--- src/tmc_consts.svh ---
// Constants of the eight-bit timer/counter: offsets, fields, reset values, timing
`ifndef TMC_CONSTS_SVH
`define TMC_CONSTS_SVH

// ==========================================================================
// Register indices and byte addresses (byte address is four times the index)
`define TMC_IDX_COUNT    10'h001
`define TMC_IDX_OPTION   10'h081
`define TMC_IDX_INTCTL   10'h00B
`define TMC_ADDR_COUNT   {`TMC_IDX_COUNT, 2'h0}
`define TMC_ADDR_OPTION  {`TMC_IDX_OPTION, 2'h0}
`define TMC_ADDR_INTCTL  {`TMC_IDX_INTCTL, 2'h0}

// ==========================================================================
// Field positions
`define TMC_OPT_CS       5
`define TMC_OPT_SE       4
`define TMC_OPT_ASSIGN   3
`define TMC_OPT_PS_HI    2
`define TMC_IC_EN        5
`define TMC_IC_FLAG      2
`define TMC_STRB_LOW     0

// ==========================================================================
// Reset and limit values
`define TMC_OPT_RESET    8'hFF
`define TMC_COUNT_RESET  8'h00
`define TMC_INTC_RESET   8'h00
`define TMC_COUNT_MAX    8'hFF
`define TMC_FLAG_MASK    8'h04
`define TMC_PRE_ZERO     8'h00
`define TMC_PRE_ONE      8'h01
`define TMC_SAMP_RESET   1'b1

// ==========================================================================
// Timing: four phase clocks per instruction cycle, 10 ns aclk period
`define TMC_CLK_NS       10
`define TMC_QPH          4
`define TMC_INH_INSTR    2
`define TMC_INH_CYC      4'(`TMC_INH_INSTR * `TMC_QPH)
`define TMC_INH_ZERO     4'h0
`define TMC_INH_ONE      4'h1
`define TMC_PH_ONE       2'h1
`define TMC_PH_Q2        2'h1
`define TMC_PH_Q4        2'h3

// ==========================================================================
// Bus answers
`define TMC_RESP_OKAY    2'h0
`define TMC_RESP_SLVERR  2'h2

`endif

--- src/tmc_pkg.sv ---
// Types of the eight-bit timer/counter
package tmc_pkg;

  // ==========================================================================
  // Prescaler state
  typedef struct packed {
    logic [7:0] cnt;
  } tmc_pre_state_type;

  // ==========================================================================
  // Timer/counter and bus slave state
  typedef struct packed {
    logic        sync1;
    logic        sync2;
    logic [1:0]  phase;
    logic        src_prev;
    logic        samp;
    logic [7:0]  count;
    logic [7:0]  option;
    logic [7:0]  intc;
    logic [3:0]  inhibit;
    logic        aw_have;
    logic [11:0] aw_addr;
    logic        w_have;
    logic [31:0] w_data;
    logic [3:0]  w_strb;
    logic        awready;
    logic        wready;
    logic        bvalid;
    logic [1:0]  bresp;
    logic        arready;
    logic        rvalid;
    logic [31:0] rdata;
    logic [1:0]  rresp;
    logic        irq;
    logic        wd_tick;
  } tmc_state_type;

endpackage

--- src/tmc_timer.sv ---
// Eight-bit timer/counter with shared prescaler and AXI4-Lite register slave
`timescale 1ns/1ps
`include "tmc_consts.svh"

// Contract
// RULE1: Eight-bit count register is read/writable; wrap from FFh to 00h sets overflow flag.
// RULE2: Clock source select clear gives timer mode, one step per instruction cycle.
// RULE3: A write to the count register blocks counting for two instruction cycles.
// RULE4: Clock source select set gives counter mode, stepping on input pin edges.
// RULE5: Edge select clear counts rising pin edges, set counts falling edges.
// RULE6: One prescaler serves counter or watchdog only; its count is not software visible.
// RULE7: Interrupt request passes only while overflow enable is set; flag unaffected.
// RULE8: Software clears the overflow flag; the hardware never clears it itself.
// RULE9: Counter halts during sleep, so overflow cannot wake the core.
// RULE10: Without prescaler the input goes straight to the prescaler output point.
// RULE11: Prescaler output is sampled on second and fourth phase clocks.
// RULE12: External source holds input high and low at least two oscillator periods.
// RULE13: Three-bit ratio: 1:2 to 1:256 for counter, 1:1 to 1:128 for watchdog.
// RULE14: With prescaler on counter, count writes clear prescaler, keep its assignment.
// RULE15: Prescaler assignment bit set picks watchdog, clear picks the counter.
module tmc_timer (
  input  wire logic        aclk,
  input  wire logic        aresetn,
  input  wire logic [11:0] s_axi_awaddr,
  input  wire logic        s_axi_awvalid,
  output logic             s_axi_awready,
  input  wire logic [31:0] s_axi_wdata,
  input  wire logic [3:0]  s_axi_wstrb,
  input  wire logic        s_axi_wvalid,
  output logic             s_axi_wready,
  output logic [1:0]       s_axi_bresp,
  output logic             s_axi_bvalid,
  input  wire logic        s_axi_bready,
  input  wire logic [11:0] s_axi_araddr,
  input  wire logic        s_axi_arvalid,
  output logic             s_axi_arready,
  output logic [31:0]      s_axi_rdata,
  output logic [1:0]       s_axi_rresp,
  output logic             s_axi_rvalid,
  input  wire logic        s_axi_rready,
  input  wire logic        counter_input_pin,
  input  wire logic        core_sleep,
  input  wire logic        watchdog_step,
  input  wire logic        watchdog_clear,
  output logic             watchdog_tick,
  output logic             irq
);

  tmc_pkg::tmc_state_type s_r;
  tmc_pkg::tmc_state_type s_nxt;

  // ==========================================================================
  // Shared wires
  logic       to_wd;
  logic       run;
  logic       src;
  logic       pre_step;
  logic       pre_clear;
  logic       pre_out;
  logic       count_bit;
  logic       wd_hit;
  logic [7:0] pre_count;
  logic       sample_now;
  logic       inc;
  logic       overflow;
  logic       do_wr;
  logic       wr_en;
  logic       cnt_wr;
  logic       opt_wr;
  logic       intc_wr;

  // Assignment and run conditions
  assign to_wd  = s_r.option[`TMC_OPT_ASSIGN]; // RULE15
  assign run    = !core_sleep; // RULE9

  // Count source: phase square wave in timer mode, edge-selected pin in counter mode
  assign src = s_r.option[`TMC_OPT_CS] ? (s_r.sync2 ^ s_r.option[`TMC_OPT_SE]) : !s_r.phase[1]; // RULE2 RULE4 RULE5

  // Prescaler is fed by the watchdog or by rising edges of the count source
  assign pre_step  = to_wd ? watchdog_step : (run && src && !s_r.src_prev); // RULE6
  assign pre_clear = to_wd ? watchdog_clear : cnt_wr; // RULE14

  // Prescaler bypassed when it serves the watchdog
  assign pre_out = to_wd ? src : count_bit; // RULE10

  // Sampling points on the second and fourth phase
  assign sample_now = (s_r.phase == `TMC_PH_Q2) || (s_r.phase == `TMC_PH_Q4); // RULE11

  // One step per rising edge seen at the sampling points, held off after a write
  assign inc = sample_now && pre_out && !s_r.samp && run && (s_r.inhibit == `TMC_INH_ZERO); // RULE3 RULE9

  // Register write decode
  assign do_wr    = s_r.aw_have && s_r.w_have;
  assign wr_en    = do_wr && s_r.w_strb[`TMC_STRB_LOW];
  assign cnt_wr   = wr_en && (s_r.aw_addr == `TMC_ADDR_COUNT);
  assign opt_wr   = wr_en && (s_r.aw_addr == `TMC_ADDR_OPTION);
  assign intc_wr  = wr_en && (s_r.aw_addr == `TMC_ADDR_INTCTL);
  assign overflow = inc && !cnt_wr && (s_r.count == `TMC_COUNT_MAX); // RULE1

  // ==========================================================================
  // Shared prescaler
  tmc_prescaler u_prescaler (
    .aclk      (aclk),
    .aresetn   (aresetn),
    .step      (pre_step),
    .clear     (pre_clear),
    .ratio     (s_r.option[`TMC_OPT_PS_HI:0]),
    .to_wd     (to_wd),
    .count_bit (count_bit),
    .wd_hit    (wd_hit),
    .pre_count (pre_count)
  );

  // ==========================================================================
  // Next state
  always_comb begin
    s_nxt = s_r;

    // Pin synchroniser and phase clock
    s_nxt.sync1    = counter_input_pin;
    s_nxt.sync2    = s_r.sync1;
    s_nxt.phase    = s_r.phase + `TMC_PH_ONE;
    s_nxt.src_prev = src;
    if (sample_now) begin
      s_nxt.samp = pre_out; // RULE11
    end

    // Write hold-off window
    if (cnt_wr) begin
      s_nxt.inhibit = `TMC_INH_CYC; // RULE3
    end else if (s_r.inhibit != `TMC_INH_ZERO) begin
      s_nxt.inhibit = s_r.inhibit - `TMC_INH_ONE;
    end

    // Count register
    if (cnt_wr) begin
      s_nxt.count = s_r.w_data[7:0]; // RULE1
    end else if (inc) begin
      s_nxt.count = s_r.count + `TMC_PRE_ONE; // RULE1 RULE2 RULE4
    end

    // Option register; the prescaler assignment only changes here
    if (opt_wr) begin
      s_nxt.option = s_r.w_data[7:0]; // RULE14
    end

    // Interrupt control: flag clears on a written one, an overflow sets it and wins
    if (intc_wr) begin
      s_nxt.intc = (s_r.w_data[7:0] & ~`TMC_FLAG_MASK) | (s_r.intc & `TMC_FLAG_MASK);
      if (s_r.w_data[`TMC_IC_FLAG]) begin
        s_nxt.intc[`TMC_IC_FLAG] = 1'b0; // RULE8
      end
    end
    if (overflow) begin
      s_nxt.intc[`TMC_IC_FLAG] = 1'b1; // RULE1
    end

    // Write address and data taken in either order
    if (s_axi_awvalid && s_r.awready) begin
      s_nxt.aw_have = 1'b1;
      s_nxt.aw_addr = s_axi_awaddr;
    end
    if (s_axi_wvalid && s_r.wready) begin
      s_nxt.w_have = 1'b1;
      s_nxt.w_data = s_axi_wdata;
      s_nxt.w_strb = s_axi_wstrb;
    end
    if (s_r.bvalid && s_axi_bready) begin
      s_nxt.bvalid = 1'b0;
    end
    if (do_wr) begin
      s_nxt.aw_have = 1'b0;
      s_nxt.w_have  = 1'b0;
      s_nxt.bvalid  = 1'b1;
      if ((s_r.aw_addr == `TMC_ADDR_COUNT) || (s_r.aw_addr == `TMC_ADDR_OPTION) ||
          (s_r.aw_addr == `TMC_ADDR_INTCTL)) begin
        s_nxt.bresp = `TMC_RESP_OKAY;
      end else begin
        s_nxt.bresp = `TMC_RESP_SLVERR;
      end
    end

    // Read channel; the prescaler count is never on the read path
    if (s_r.rvalid && s_axi_rready) begin
      s_nxt.rvalid = 1'b0;
    end
    if (s_axi_arvalid && s_r.arready) begin
      s_nxt.rvalid = 1'b1;
      s_nxt.rresp  = `TMC_RESP_OKAY;
      case (s_axi_araddr)
        `TMC_ADDR_COUNT: begin
          s_nxt.rdata = {24'h000000, s_r.count}; // RULE1
        end
        `TMC_ADDR_OPTION: begin
          s_nxt.rdata = {24'h000000, s_r.option};
        end
        `TMC_ADDR_INTCTL: begin
          s_nxt.rdata = {24'h000000, s_r.intc};
        end
        default: begin
          s_nxt.rdata = 32'h00000000; // RULE6
          s_nxt.rresp = `TMC_RESP_SLVERR;
        end
      endcase
    end

    // Registered ready strobes and outputs
    s_nxt.awready  = !s_nxt.aw_have && !s_nxt.bvalid;
    s_nxt.wready   = !s_nxt.w_have && !s_nxt.bvalid;
    s_nxt.arready  = !s_nxt.rvalid;
    s_nxt.irq      = s_nxt.intc[`TMC_IC_FLAG] && s_nxt.intc[`TMC_IC_EN]; // RULE7
    s_nxt.wd_tick  = wd_hit; // RULE6
  end

  // ==========================================================================
  // State register
  always_ff @(posedge aclk) begin
    if (!aresetn) begin
      s_r        <= '0;
      s_r.option <= `TMC_OPT_RESET;
      s_r.count  <= `TMC_COUNT_RESET;
      s_r.intc   <= `TMC_INTC_RESET;
      s_r.samp   <= `TMC_SAMP_RESET; // No false edge at the first sample point
    end else begin
      s_r <= s_nxt;
    end
  end

  // Ports straight from the state register
  assign s_axi_awready = s_r.awready;
  assign s_axi_wready  = s_r.wready;
  assign s_axi_bvalid  = s_r.bvalid;
  assign s_axi_bresp   = s_r.bresp;
  assign s_axi_arready = s_r.arready;
  assign s_axi_rvalid  = s_r.rvalid;
  assign s_axi_rdata   = s_r.rdata;
  assign s_axi_rresp   = s_r.rresp;
  assign irq           = s_r.irq;
  assign watchdog_tick = s_r.wd_tick;
endmodule // tmc_timer

--- src/tmc_prescaler.sv ---
// Shared prescaler serving either the timer/counter or the watchdog
`timescale 1ns/1ps
`include "tmc_consts.svh"

module tmc_prescaler (
  input  wire logic       aclk,
  input  wire logic       aresetn,
  input  wire logic       step,
  input  wire logic       clear,
  input  wire logic [2:0] ratio,
  input  wire logic       to_wd,
  output logic            count_bit,
  output logic            wd_hit,
  output logic [7:0]      pre_count
);

  tmc_pkg::tmc_pre_state_type s_r;
  tmc_pkg::tmc_pre_state_type s_nxt;
  logic [7:0]                 wd_mask;

  // Count source steps; a clear wins over a step
  always_comb begin
    s_nxt = s_r;
    if (clear) begin
      s_nxt.cnt = `TMC_PRE_ZERO;
    end else if (step) begin
      s_nxt.cnt = s_r.cnt + `TMC_PRE_ONE;
    end
  end

  always_ff @(posedge aclk) begin
    if (!aresetn) begin
      s_r <= '0;
    end else begin
      s_r <= s_nxt;
    end
  end

  // Counter side divides by 2^(ratio+1): bit ratio completes one period then
  assign count_bit = s_r.cnt[ratio]; // RULE13
  // Watchdog side divides by 2^ratio
  assign wd_mask   = (`TMC_PRE_ONE << ratio) - `TMC_PRE_ONE;
  assign wd_hit    = step && to_wd && ((s_r.cnt & wd_mask) == wd_mask); // RULE13
  assign pre_count = s_r.cnt;

endmodule // tmc_prescaler

--- config.mk ---
export PLATFORM = sky130hd
export DESIGN_NAME = tmc_timer
export DESIGN_NICKNAME = d
export VERILOG_FILES = /design/src/tmc_pkg.sv /design/src/tmc_timer.sv /design/src/tmc_prescaler.sv
export VERILOG_INCLUDE_DIRS = /design/src /design/src/src
export SDC_FILE = /design/constraint.sdc
export NUM_CORES = 1
export LEC_CHECK = 0
export BUFFER_PORTS_ARGS = -buffer_cell sky130_fd_sc_hd__buf_2
export CAP_MARGIN = 20
export CORE_MARGIN = 3
export CORE_UTILIZATION = 52
export DETAILED_ROUTE_END_ITERATION = 8
export PLACE_DENSITY_LB_ADDON = 0.05
export SYNTH_ARGS = -nofsm -noshare
export SYNTH_HDL_FRONTEND = slang
export SYNTH_SLANG_ARGS = --single-unit
--- constraint.sdc ---
create_clock -name aclk -period 2.9 [get_ports aclk]
set_clock_uncertainty 0.15 [all_clocks]
set_input_delay 0.145 -clock aclk [delete_from_list [all_inputs] [get_ports aclk]]
set_output_delay 0.145 -clock aclk [all_outputs]
set_load 0.01 [all_outputs]
==> out/qor.yml, run 1 <==
worst_setup_path:
  path_buf_inv: 1
  cp_max_fo: 8
  start_kind: "register"
  cp_cell_sequence: "inv_1, ha_1, or3b_4, nor3_1, and4_1, nand4_1, xor2_1, a211oi_2"
  worstSetupPathType: "register to register"
  cpLargestDelayFamily: "simple AND/OR/NAND/NOR gates"
  required_ns: 3.02
  cp_slowest_stage_delay_ns: 0.42
  slowest_stage: "or3b_4"
  crit_arrival_ns: 2.50
  cp-end-kind: "register"
yosys:
  avgSynthCellArea_sq_um: 8.72
  ys_warn_count: 0
  synth_area_leaders: "dfxtp_1, mux2i_1, buf_4"
  synth_ff_type: "dfxtp_1"
  synth_common_cells: "dfxtp_1, nand2_1, nor2_1"
  synth_cells: 446
  ys_ff_latch: 82
  synth_top_area_cell: "dfxtp_1"
  synth-edff-count: 0
  async_flop_share_pct: 0
  yosysMostFrequentCell: "dfxtp_1"
  syn_area_sq_mm: 0.00389
  synth_top_area_share_pct: 42.2
  ys_types: 48
  seq_area_frac_synth_pct: 42.2
run_status:
  status: "finished clean"
clocking:
  path_clk_slew_ns: 0.08
  cts-root-buf: "clkbuf_8"
  clock-sinks: 82
  clockBufferDepth: 2
  tritoncts: "done"
  cts.htree.levels: 3
  cts_buffers: 9
  post_cts_buffers: 0
  clk-insertion-delay-late_ns: 0.36
  cts_resized: 0
global_route:
  overflow: 0
  grt_pass1_wl_mm: 13.3
  grt_start_max_net_pins: 32
  antenna_found_initial: 0
  grt_pass1_vias: 2826
  track_usage_pct: 19.7
routing:
  finalWirelength_mm: 8.02
  drcViolationCount: 0
  dr.first_iter.drc_count: 111
  vias: 3087
  via_per_inst: 5.02
  wl_per_cell_um: 13.0
  first_pass_iters: 6
  final_antenna_net_count: 0
timing:
  maxSlewViolCount: 0
  worstMarginPinSlew_ns: 0.787
  final-setup-viol-count: 0
  rsz0062_at_grt: "false"
  max_freq_mhz: 421
  fin_tns_setup_ns: 0
  slew_headroom_pct: 47.5
  finalCritPeriodShare_pct: 81.9
  final_hold_viol_count: 0
  finalWorstSetupSlack_ns: 0.526
  period_needed_ns: 2.37
placed_design:
  pre_cts_slack_ns: 0.531
  port-buffer-count: 60
  globalplace.congestion: 0.808
  dpl.hpwl_mm: 5.55
floorplan:
  die_w_um: 92.5
  dieArea_sq_mm: 0.00856
  die_h_um: 92.5
  rows: 30
  initial_core_util_pct: 55.4
  coreArea_sq_mm: 0.00702
  ios: 114
layout:
  drive_gt1_share_pct: 17.7
  final_net_count: 591
  antenna_cells: 0
  ff_latch_area_sq_mm: 0.00164
  regMostFlops: "s_r"
  fin_util_pct: 64.2
  largest_reg_flops: 56
  fill_cells: 639
  synthToLayoutAreaGrowth_pct: 15.7
  multiInputGateArea_sq_mm: 0.00194
power:
  power_density_mw_per_mm2: 521
  ir_worst_vdd_uv: 304
  power_leakage_uw: 0.00193
  finalPower_uw: 2350
job:
  drv_cap: 0
worst_hold_path:
  hp-class: "primary input to register"
[power breakdown]
part | total [uW] | leakage [uW] | switching [uW] | internal, uW
Combinational | 332 | 0.00118 | 168 | 164
Sequential | 1230 | 0.000667 | 45.0 | 1180
Clock | 789 | 0.0000893 | 394 | 395
[layout make-up]
cell class	count	area share, %
Multi-Input combinational cell	325	43.1
Tap cell	96	2.67
Inverter	6	0.500
Clock buffer	11	2.92
Clock inverter	5	1.22
Timing Repair Buffer	90	13.2
Sequential cell	82	36.5
[cell usage in the layout, fill, tap and decap left out, types with 4 or more instances in the layout]
cell type and n:
dfxtp_1 82, nand2_1 69, buf_2 60, nor2_1 42, a21oi_1 33, mux2i_1 30, dlygate4sd3_1 27, conb_1 26
o21ai_0 12, nor3_1 10, a22oi_1 10, xnor2_1 10, clkbuf_8 9, nand3_1 8, and2_1 7, xor2_1 6
a211oi_2 6, nand2b_1 6, ha_1 6, inv_1 5, nor3b_1 5, nand4_1 5, and3_1 4
[worst paths after layout]
path / start / endpoint / slack, ns / depth (start not counted)
hold reg to reg: s_nxt[125] / s_r[125] / 0.29 / 1
hold / removal: s_axi_araddr[11] / s_axi_rresp[1] / 0.02 / 3
setup / recovery: s_r[93] / s_r[120] / 0.53 / 8
setup reg to reg: s_r[93] / s_r[120] / 0.53 / 8
[cells by family after synthesis]
kind of cell | share of synthesized area (%)
flops | 42.2
buf+inv | 10.4
compound gates | 11.6
mux | 8.30
xor+xnor | 3.60
other cells | 0.0964
simple gates | 21.9
fa+ha+maj | 1.93
[layer usage]
metal	wire [um]	global-route usage [%]
met3	464	6.17
met4	73	5.45
met5	0	0
met1	3740	25.0
met2	3740	32.4
[what timing repair did]
| item | 4_1_cts | 5_1_grt |
|---|---|---|
| setup endpoints to repair | 0 | 0 |
| endpoints found under the hold margin | 32 | 0 |
| hold buffers | 27 | 0 |
[per-stage QoR]
stage	area, sq um	std cells	hold WS (ns)
after floorplan	3990	471	0.122
after global placement	4050	572	0.226
after detailed placement	4050	572	0.227
after CTS	4500	615	0.0148
after global routing	4500	615	0.0357
final	4500	615	0.0178
[tightest hold or removal path, cell delays in order]
cell and delay, ns:
buf_2 0.10, nor4_4 0.07, nor3_1 0.16
(Power assumes the default switching activity.)
==> run 2: changes to the inputs <==
==> constraint.sdc (replaced) <==
create_clock -name aclk -period 2.3 [get_ports aclk]
set_clock_uncertainty 0.15 [all_clocks]
set_input_delay 0.115 -clock aclk [delete_from_list [all_inputs] [get_ports aclk]]
set_output_delay 0.115 -clock aclk [all_outputs]
set_load 0.01 [all_outputs]
==> run 2 against run 1 <==
Against the previous run: via count rose by 2.9%; wire length up 1.8%; critical path depth unchanged; non-clock buffer count up 22; worst hold slack better by 0.0098 ns; global-route usage up 0.13 points; register-to-register slack worse by 0.39 ns; worst setup slack lost 0.39 ns; power is 39% higher; largest power group unchanged; combinational power rose by 43%; flip-flop and latch count did not move.
==> out/qor.yml, run 2 (same netlist as run 1, synthesis figures left out) <==
worst_setup_path:
  cp-endpoint: "s_r[120]"
  reg2regPathDepth: 8
  cp_max_fo: 8
  worstSetupPathType: "register to register"
  r2r_setup_slack_ns: 0.14
  start_kind: "register"
  required_ns: 2.42
  crit_start: "s_r[93]"
  r2r_end: "s_r[120]"
  worstReg2RegStart: "s_r[93]"
  cp-end-kind: "register"
  crit_arrival_ns: 2.28
layout:
  antenna_cells: 0
  layout_common_cells: "dfxtp_1, nand2_1, buf_2"
  fin_util_pct: 67.6
  regMostFlops: "s_r"
  layout_commonest_cell: "dfxtp_1"
  largest_reg_flops: 56
  final_net_count: 613
  fill_cells: 616
  drive_gt1_share_pct: 20.7
  synthToLayoutAreaGrowth_pct: 22.0
  final_cells: 637
placed_design:
  globalplace.congestion: 0.837
  port-buffer-count: 60
  placed_cells: 587
  dpl.hpwl_mm: 5.74
  pre_cts_slack_ns: 0.0776
clocking:
  clock-sinks: 82
  cts.htree.levels: 3
  path_clk_slew_ns: 0.08
  tritoncts: "done"
  cts_buffers: 9
  cts-root-buf: "clkbuf_8"
  clk-insertion-delay-late_ns: 0.35
  clockBufferDepth: 2
power:
  swShare_pct: 24.6
  p_int_uw: 2450
  p_comb_share_pct: 14.6
  p_clk_share_pct: 37.9
  power_leakage_uw: 0.00208
  p_seq_share_pct: 47.5
  ir_worst_vdd_uv: 534
  power_density_mw_per_mm2: 686
  p_sw_uw: 800
routing:
  wl_met3_um: 395
  final_antenna_net_count: 0
  first_pass_iters: 4
  vias: 3176
  finalWirelength_mm: 8.17
  via_per_inst: 4.99
  wl_per_cell_um: 12.8
  top_layer: "met4"
  wl_met1_mm: 3.77
  wl_met2_mm: 3.87
  dr.first_iter.drc_count: 128
  drcViolationCount: 0
floorplan:
  initial_core_util_pct: 55.4
  die_h_um: 92.5
  dieArea_sq_mm: 0.00856
  ios: 114
  rows: 30
  coreArea_sq_mm: 0.00702
  die_w_um: 92.5
timing:
  worstMarginPinSlew_ns: 0.590
  final_hold_viol_count: 0
  finalWorstSetupSlack_ns: 0.138
  finalCritPeriodShare_pct: 94.0
  rsz0062_at_grt: "false"
  maxSlewViolCount: 0
  slew_headroom_pct: 60.7
  period_needed_ns: 2.16
  max_freq_mhz: 463
  final-setup-viol-count: 0
  fin_tns_setup_ns: 0
global_route:
  antenna_found_initial: 0
  overflow: 0
  grt_start_max_net_pins: 53
  grt_pass1_wl_mm: 13.6
  grt_pass1_vias: 2910
  track_usage_pct: 19.9
job:
  drv_cap: 0
run_status:
  status: "finished clean"
worst_hold_path:
  hp-class: "primary input to register"
run 2: per-layer routing:
metal	GRT usage, %	vias up
li1	-	1637
met1	25.5	1453
met2	33.3	75
met3	4.47	11
met4	6.06	0
met5	0	-
run 2: power groups by stage:
stage	registers (uW)	clock network, uW	logic (uW)
2_1_floorplan	1570	0	323
3_3_place_gp	1570	0	415
3_5_place_dp	1580	0	433
4_1_cts	1540	1270	476
5_1_grt	1560	1320	532
6_report	1540	1230	475
run 2: critical path: stages (launching register included):
cell and delay [ns]:
dfxtp_1 0.33, inv_1 0.09, ha_1 0.17, or3b_4 0.39
nor3_1 0.12, and4_2 0.34, nand4_1 0.13, xor2_1 0.17
a211oi_2 0.20
run 2: repair_timing:
| item | CTS | global route |
|---|---|---|
| hold buffers | 30 | 2 |
| gates resized for setup | 0 | 2 |
| endpoints found under the setup margin | 0 | 15 |
| buffers inserted | 0 | 2 |
| hold endpoints to repair | 37 | 1 |
run 2: worst min path at each step:
stage,to,slack [ns],startpoint,depth (start not counted)
final,u_prescaler.pre_count[2],0.03,watchdog_clear,4
after global routing,u_prescaler.pre_count[2],0.04,watchdog_clear,4
after CTS,s_axi_rdata[0],0.003,s_axi_araddr[6],4
after detailed placement,s_nxt[125],0.20,counter_input_pin,2
after global placement,s_nxt[125],0.19,counter_input_pin,2
after floorplan,s_nxt[125],0.09,counter_input_pin,1
run 2: layout make-up:
cell class,instances,area [sq um],share of cell area (%)
clock buffer,9,124,2.61
clock inverter,7,118,2.48
inverter,6,22.5,0.475
multi-input combinational,325,1950,41.1
sequential,82,1640,34.6
tap,96,120,2.53
timing repair buffer,112,771,16.2
run 2: through the flow:
step                      hold WS [ns]  total power [uW]  instance area, sq um
after floorplan                 0.0923              1890                  3990
after global placement           0.189              1990                  4160
after detailed placement         0.196              2010                  4160
after CTS                      0.00265              3290                  4700
after global routing            0.0357              3410                  4750
final                           0.0276              3250                  4750
